--- src/wdt_consts.svh ---
`ifndef WDT_CONSTS_SVH
`define WDT_CONSTS_SVH

// register byte addresses
`define WDT_CTRL_OFS 16'h1100
`define WDT_SVC_OFS 16'h1104
`define WDT_STAT_OFS 16'h1108

// control field positions and reset value
`define WDT_TSEL_HI 3
`define WDT_TSEL_LO 2
`define WDT_CLKS_BIT 1
`define WDT_WIN_BIT 0
`define WDT_CTRL_W 4
`define WDT_CTRL_RESET 4'h0

// service keys
`define WDT_SVC_KEY1 8'h55
`define WDT_SVC_KEY2 8'haa

// timeout exponents: low-power clock and bus clock
`define WDT_LP_EXP1 5'h05
`define WDT_LP_EXP2 5'h08
`define WDT_LP_EXP3 5'h0a
`define WDT_BUS_EXP1 5'h0d
`define WDT_BUS_EXP2 5'h10
`define WDT_BUS_EXP3 5'h12

// status field positions
`define WDT_ST_WIN 0
`define WDT_ST_REQ 1
`define WDT_ST_FAULT 2
`define WDT_ST_ARMED 3
`define WDT_ST_LOCK 4
`define WDT_ST_CNT_LO 8

// timing
`define WDT_CLK_PERIOD_NS 4
`define WDT_LPO_PERIOD_NS 1000000
`define WDT_LPO_CYCLES (`WDT_LPO_PERIOD_NS / `WDT_CLK_PERIOD_NS)

`endif

--- src/wdt_pkg.sv ---
`default_nettype none

package wdt_pkg;

    typedef enum logic [1:0] {
        WDT_SVC_IDLE  = 2'b01,
        WDT_SVC_ARMED = 2'b10
    } wdt_svc_state_t;

    typedef enum logic [1:0] {
        WDT_TSEL_OFF   = 2'b00,
        WDT_TSEL_SHORT = 2'b01,
        WDT_TSEL_MID   = 2'b10,
        WDT_TSEL_LONG  = 2'b11
    } wdt_tsel_t;

endpackage

`default_nettype wire

--- src/wdt_top.sv ---
`include "wdt_consts.svh"
`default_nettype none

// How it works
// control register takes only its first write after reset; later writes ignored
// timeout select 00 disables the watchdog; no timeout can occur
// select 01/10/11 give 2^5/2^8/2^10 slow or 2^13/2^16/2^18 bus cycles
// clock select 0 counts the 1 kHz low-power clock, 1 counts bus clock
// window enable 1 selects windowed mode, effective only with bus clock
// in windowed mode the service window opens at three quarters of timeout
// software restarts the counter by writing 0x55 then 0xaa to service
// control bits 31 to 4 read as zero and ignore writes
// enabled counter reaching timeout without service raises a reset request
// windowed service completed before the window opens raises the reset request
module wdt_top #(
    parameter int LPO_DIV = `WDT_LPO_CYCLES,
    parameter int AW = 16
) (
    input wire logic clk_i,
    input wire logic rst_i,
    input wire logic [AW-1:0] addr_i,
    input wire logic [31:0] wdata_i,
    input wire logic wr_i,
    input wire logic rd_i,
    output logic [31:0] rdata_o,
    output logic reset_req_o,
    output logic window_open_o
);

    function automatic logic [18:0] limit_f(input logic [1:0] sel, input logic bus);
        logic [4:0] e;
        e = 5'h00;
        case (sel)
            2'b01: e = bus ? `WDT_BUS_EXP1 : `WDT_LP_EXP1;
            2'b10: e = bus ? `WDT_BUS_EXP2 : `WDT_LP_EXP2;
            2'b11: e = bus ? `WDT_BUS_EXP3 : `WDT_LP_EXP3;
            default: e = 5'h00;
        endcase
        limit_f = 19'h00001 << e;
    endfunction

    logic [`WDT_CTRL_W-1:0] ctrl;
    logic locked;
    logic [18:0] count;
    logic [17:0] lpo_div;
    logic fault_cause;
    wdt_pkg::wdt_svc_state_t svc_state;
    wdt_pkg::wdt_svc_state_t next_svc_state;

    // address decode
    wire sel_ctrl = (addr_i == `WDT_CTRL_OFS);
    wire sel_svc = (addr_i == `WDT_SVC_OFS);
    wire sel_stat = (addr_i == `WDT_STAT_OFS);
    wire ctrl_wr = wr_i && sel_ctrl;
    wire svc_wr = wr_i && sel_svc;
    wire key1 = svc_wr && (wdata_i[7:0] == `WDT_SVC_KEY1);
    wire key2 = svc_wr && (wdata_i[7:0] == `WDT_SVC_KEY2);

    // configuration fields
    wire [1:0] tsel = ctrl[`WDT_TSEL_HI:`WDT_TSEL_LO];
    wire clk_bus = ctrl[`WDT_CLKS_BIT];
    wire enabled = (tsel != wdt_pkg::WDT_TSEL_OFF);
    wire win_mode = ctrl[`WDT_WIN_BIT] && clk_bus;
    wire [18:0] limit = limit_f(tsel, clk_bus);
    wire [18:0] win_thr = limit - (limit >> 2);
    wire window_now = win_mode && (count >= win_thr);

    // counting clock: bus clock or divided low-power rate
    wire lpo_tick = (lpo_div == 18'(LPO_DIV - 1));
    wire cnt_tick = clk_bus ? 1'b1 : lpo_tick;

    wire svc_done = key2 && (svc_state == wdt_pkg::WDT_SVC_ARMED);
    wire early = svc_done && win_mode && !window_now;
    wire svc_ok = svc_done && !early;
    wire timeout = enabled && !reset_req_o && cnt_tick && !svc_ok &&
        (count == limit - 19'h00001);
    wire fault = enabled && !reset_req_o && early;

    wire [18:0] next_count =
        (!enabled || reset_req_o) ? 19'h00000 :
        svc_ok ? 19'h00000 :
        cnt_tick ? count + 19'h00001 : count;
    wire next_req = reset_req_o || timeout || fault;

    wire [31:0] stat_val = {5'h00, count, 3'h0, locked,
        svc_state == wdt_pkg::WDT_SVC_ARMED, fault_cause, reset_req_o, window_now};
    wire [31:0] next_rdata =
        !rd_i ? 32'h00000000 :
        sel_ctrl ? {28'h0000000, ctrl} :
        sel_stat ? stat_val : 32'h00000000;

    // service key sequence
    always_comb begin
        next_svc_state = svc_state;
        case (svc_state)
            wdt_pkg::WDT_SVC_IDLE: begin
                if (key1) begin
                    next_svc_state = wdt_pkg::WDT_SVC_ARMED;
                end
            end
            wdt_pkg::WDT_SVC_ARMED: begin
                if (svc_wr && !key1) begin
                    next_svc_state = wdt_pkg::WDT_SVC_IDLE;
                end
            end
            default: next_svc_state = wdt_pkg::WDT_SVC_IDLE;
        endcase
    end

    always_ff @(posedge clk_i or posedge rst_i) begin
        if (rst_i) begin
            ctrl <= `WDT_CTRL_RESET;
            locked <= 1'b0;
        end else if (ctrl_wr && !locked) begin
            ctrl <= wdata_i[`WDT_CTRL_W-1:0];
            locked <= 1'b1;
        end
    end

    always_ff @(posedge clk_i or posedge rst_i) begin
        if (rst_i) begin
            lpo_div <= 18'h00000;
        end else begin
            lpo_div <= lpo_tick ? 18'h00000 : lpo_div + 18'h00001;
        end
    end

    always_ff @(posedge clk_i or posedge rst_i) begin
        if (rst_i) begin
            svc_state <= wdt_pkg::WDT_SVC_IDLE;
            count <= 19'h00000;
            reset_req_o <= 1'b0;
            fault_cause <= 1'b0;
        end else begin
            svc_state <= next_svc_state;
            count <= next_count;
            reset_req_o <= next_req;
            if (fault) begin
                fault_cause <= 1'b1;
            end
        end
    end

    always_ff @(posedge clk_i or posedge rst_i) begin
        if (rst_i) begin
            rdata_o <= 32'h00000000;
            window_open_o <= 1'b0;
        end else begin
            rdata_o <= next_rdata;
            window_open_o <= window_now;
        end
    end
endmodule

`default_nettype wire

--- config.mk ---
export PLATFORM = sky130hd
export DESIGN_NAME = wdt_top
export DESIGN_NICKNAME = d
export VERILOG_FILES = /design/src/wdt_pkg.sv /design/src/wdt_top.sv
export VERILOG_INCLUDE_DIRS = /design/src /design/src/src
export SDC_FILE = /design/constraint.sdc
export NUM_CORES = 1
export LEC_CHECK = 0
export BUFFER_PORTS_ARGS = -buffer_cell sky130_fd_sc_hd__buf_4
export CORE_MARGIN = 3
export CORE_UTILIZATION = 50
export DETAILED_ROUTE_END_ITERATION = 6
export HOLD_SLACK_MARGIN = 0.15
export PLACE_DENSITY = 0.77
export SETUP_SLACK_MARGIN = 0.3
export SYNTH_ARGS = -nofsm -noshare
export SYNTH_HDL_FRONTEND = slang
export SYNTH_SLANG_ARGS = --single-unit
--- constraint.sdc ---
create_clock -name clk_i -period 9.8 [get_ports clk_i]
set_clock_uncertainty 0.1 [all_clocks]
set_input_delay 1.47 -clock clk_i [delete_from_list [all_inputs] [get_ports clk_i]]
set_output_delay 1.47 -clock clk_i [all_outputs]
set_load 0.05 [all_outputs]
==> metrics.txt <==
# TYPE chip_impl_metric gauge
chip_impl_metric{name="post_layout_nonfiller_instances",unit=""} 739
chip_impl_info{name="hold_class",value="flop to flop"} 1
chip_impl_metric{name="initial_core_util",unit="%"} 51.52
chip_impl_metric{name="io_buffers",unit=""} 53
chip_impl_metric{name="detailedRoute.firstIterationViolations",unit=""} 320
chip_impl_metric{name="worst_pin_slew",unit="ps"} 855.4
chip_impl_info{name="list_of_most_frequent_post_synthesis_cells",value="dfrtp_1, nor2_1, nand2_1"} 1
chip_impl_metric{name="power_per_cell_area",unit="mW/mm^2"} 110.4
chip_impl_metric{name="power.clock.fraction",unit="%"} 40.3
chip_impl_metric{name="antenna_cells_inserted",unit=""} 0
chip_impl_info{name="synthMostInstantiatedCell",value="dfrtp_1"} 1
chip_impl_metric{name="report.final.slew_viol_count",unit=""} 0
chip_impl_metric{name="power.share.sequential",unit="%"} 47.6
chip_impl_metric{name="drv.max_cap_violation_count",unit=""} 0
chip_impl_metric{name="setup-tns-final",unit="ps"} 0
chip_impl_metric{name="dpl.hpwl",unit="mm"} 7.954
chip_impl_info{name="crit_path_cell_trace",value="inv_1, nand2b_1, inv_1, ha_1, nand2b_1, a21o_1, nor2b_1, a21boi_0, o31ai_1, a21oi_1, o21ai_0, ha_1, nor2b_1, o21ai_0, o21ai_0, a211oi_1, a21oi_2, a21oi_1"} 1
chip_impl_metric{name="sw_frac_of_total",unit="%"} 27.44
chip_impl_metric{name="total_die_area",unit="mm^2"} 0.01078
chip_impl_metric{name="report.final.setup_viol",unit=""} 0
chip_impl_metric{name="cts.htree.levels",unit=""} 3
chip_impl_info{name="critPathLaunchType",value="flop"} 1
chip_impl_metric{name="design_area",unit="mm^2"} 0.005573
chip_impl_info{name="rsz0062_at_grt",value="false"} 1
chip_impl_metric{name="vdd_drop_max",unit="mV"} 0.07153
chip_impl_metric{name="groute.usage.overall",unit="%"} 19.74
chip_impl_metric{name="number_of_antenna_violations_at_the_first_check_in_global_routing",unit=""} 0
chip_impl_info{name="synthTopCellsByArea",value="dfrtp_1, ha_1, xnor2_1"} 1
chip_impl_metric{name="share_comb_of_total_power",unit="%"} 12.1
chip_impl_metric{name="place.gp.congestion",unit=""} 0.8961
chip_impl_metric{name="height_of_the_chip",unit="um"} 103.8
chip_impl_metric{name="global_route.overflow_total",unit=""} 0
chip_impl_metric{name="synth.lib_cells_used.distinct",unit=""} 62
chip_impl_metric{name="post_route_cells_drive_above_1_share",unit="%"} 14.92
chip_impl_metric{name="yosysWarningCount",unit=""} 0
chip_impl_metric{name="postSynthRegisterBits",unit=""} 71
chip_impl_info{name="endpoint_kind",value="flop"} 1
chip_impl_metric{name="synth_edf_count",unit=""} 0
chip_impl_metric{name="preCtsSetupSlack",unit="ps"} 4791
chip_impl_metric{name="netlist.area_leader.share",unit="%"} 36.62
chip_impl_metric{name="chipWidth",unit="um"} 103.8
chip_impl_metric{name="clkSlewWorstSetupHoldPaths",unit="ps"} 90
chip_impl_metric{name="arrival",unit="ps"} 5340
chip_impl_metric{name="postRouteWirelength",unit="mm"} 10.39
chip_impl_metric{name="floorplan.io_pins",unit=""} 86
chip_impl_metric{name="avgSynthCellArea",unit="um^2"} 9.094
chip_impl_metric{name="cts_resized",unit=""} 0
chip_impl_metric{name="final_antenna_net_count",unit=""} 0
chip_impl_info{name="cp_common_cell",value="o21ai_0"} 1
chip_impl_metric{name="synth.cell_area",unit="mm^2"} 0.004783
chip_impl_metric{name="fin_crit_sh",unit="%"} 52.78
chip_impl_metric{name="post-cts-setup-buffers",unit=""} 0
chip_impl_info{name="crit_type",value="flop to flop"} 1
chip_impl_metric{name="areaGrowthSynthToFinish",unit="%"} 16.51
chip_impl_metric{name="row_count",unit=""} 35
chip_impl_metric{name="core_area",unit="mm^2"} 0.009284
chip_impl_metric{name="postSynth.asyncResetShare",unit="%"} 100.0
chip_impl_metric{name="final_critical_path_setup_slack",unit="ps"} 4628
chip_impl_metric{name="layout.nets",unit=""} 697
chip_impl_metric{name="path_max_fanout",unit=""} 19
chip_impl_info{name="cpMaxStageDelayCell",value="a211oi_1"} 1
chip_impl_info{name="cts-root-buf",value="clkbuf_8"} 1
chip_impl_metric{name="grt_pass1_wl",unit="mm"} 17.68
chip_impl_metric{name="initial_drt_pass_iterations",unit=""} 5
chip_impl_metric{name="grt_max_degree",unit=""} 72
chip_impl_metric{name="num_vias",unit=""} 3986
chip_impl_metric{name="worst_skew_pair.late_latency",unit="ps"} 360
chip_impl_metric{name="ys_seq_area_share",unit="%"} 37.17
chip_impl_info{name="tritoncts",value="yes"} 1
chip_impl_metric{name="hold_bufs_inserted_after_cts",unit=""} 0
chip_impl_metric{name="total_cts_buffers",unit=""} 9
chip_impl_info{name="status",value="completed"} 1
chip_impl_metric{name="cts.path.max_buffers",unit=""} 2
chip_impl_metric{name="max_clock_freq",unit="GHz"} 0.1933
chip_impl_metric{name="design_power_total",unit="uW"} 615.5
chip_impl_metric{name="power_report.internal_total",unit="uW"} 446.6
chip_impl_metric{name="drt-vias-per-instance",unit=""} 5.394
chip_impl_metric{name="power.static_leakage",unit="uW"} 0.002592
chip_impl_metric{name="gate_count_post_synth",unit=""} 526
chip_impl_metric{name="power_switching",unit="uW"} 168.9
chip_impl_metric{name="cp_data_required_time",unit="ps"} 9970
chip_impl_metric{name="critical_path.max_stage_delay",unit="ps"} 710
chip_impl_metric{name="clock_sinks",unit=""} 71
chip_impl_metric{name="vias_in_the_first_global_route",unit=""} 3813
chip_impl_info{name="synth_flop_cell",value="dfrtp_1"} 1
chip_impl_metric{name="period_minus_slack",unit="ps"} 5172
chip_impl_metric{name="slew-limit-headroom",unit="%"} 42.97
chip_impl_info{name="yosys.area.top_type",value="dfrtp_1"} 1
chip_impl_metric{name="placement.cell_area",unit="mm^2"} 0.005363
chip_impl_metric{name="wire_per_inst",unit="um"} 14.05
chip_impl_metric{name="route.detailed.drc",unit=""} 0
chip_impl_metric{name="inst_count_dp",unit=""} 723
chip_impl_metric{name="final_hold_viol_count",unit=""} 0
==> power groups by stage <==
stage	sequential, uW	combinational [uW]	clock, uW
global placement	299	70.0	0
finish	293	74.5	248
global route	293	84.6	265
CTS	293	72.8	252
detailed placement	299	72.6	0
floorplan	299	57.0	0
==> area by class of cell <==
type	instances	area, um^2
fill	820	3711
multi-input combinational	447	2932
sequential	71	1778
timing repair buffer	55	412.9
tap	129	161.4
clock buffer	9	123.9
clock inverter	7	86.33
inverter	21	78.83
==> metrics by stage <==
| step | hold WS [ps] | utilization (%) |
|---|---|---|
| after CTS | 377.5 | 60.03 |
| after global placement | 356.0 | 57.76 |
| after floorplan | 341.3 | - |
| after detailed placement | 359.4 | 57.76 |
| final | 377.6 | 60.03 |
| after global routing | 402.3 | 60.03 |
==> routing by layer <==
metal | GRT usage [%] | up-vias | share of wire [%]
li1 | - | 1970 | -
met1 | 25.18 | 1869 | 44
met2 | 33.10 | 115 | 48
met3 | 3.053 | 32 | 4.6
met4 | 8.927 | 0 | 3.1
met5 | 0 | - | 0
==> state kept, by name (all words and copies together), names as in the netlist <==
name and count:
lpo_div 18, count 19, fault_cause 1, window_open_o 1, reset_req_o 1, rdata_o 24, locked 1, svc_state 2
ctrl 4
==> path summary, 6_finish.rpt <==
kind,endpoint,startpoint,slack (ps),cells after the start
max in group asynchronous,window_open_o,rst_i,7790,3
min reg2reg,fault_cause,fault_cause,380,1
max reg2reg,count[1],ctrl[1],4630,18
min in group asynchronous,rdata_o[23],rst_i,1270,3
min,fault_cause,fault_cause,380,1
max,count[1],ctrl[1],4630,18
==> kinds of logic after synthesis <==
group           Yosys count  synth area share, %
simple gates            216                23.93
compound gates           93                12.16
flops                    71                37.17
xor+xnor                 56                10.25
buf+inv                  41                4.133
fa+ha+maj                40                10.62
mux                       7                1.569
other cells               2               0.1570
==> worst max-delay path: cells and delay by family, from the launching register on <==
family	cells	cell delay, ps
flops	1	620
compound gates	10	2730
buf+inv	2	360
fa+ha+maj	2	560
simple gates	4	690
==> layout by cell type (no fill, tap or decap), types with 3 or more instances in the layout <==
cell type / netlist / layout
dfrtp_1: 70 / 70
nor2_1: 55 / 55
buf_4: 9 / 55
nand2_1: 42 / 42
ha_1: 39 / 39
conb_1: 2 / 35
xnor2_1: 32 / 32
a21oi_1: 27 / 27
o21ai_0: 25 / 25
xor2_1: 24 / 24
inv_1: 21 / 20
nand3_1: 19 / 19
and2_1: 18 / 18
nand4_1: 16 / 16
nor3_1: 16 / 16
nand2b_1: 10 / 10
nor2b_1: 9 / 9
clkbuf_8: 0 / 9
a211oi_1: 7 / 7
a21o_1: 6 / 6
nor4_1: 4 / 4
nor4bb_1: 4 / 4
o21bai_1: 4 / 4
mux2_2: 4 / 4
and4_1: 3 / 3
and3_1: 3 / 3
o31ai_1: 3 / 3
mux2i_1: 3 / 3
a31o_2: 3 / 3
a31oi_1: 3 / 3
Power figures use the tool's default switching activity.
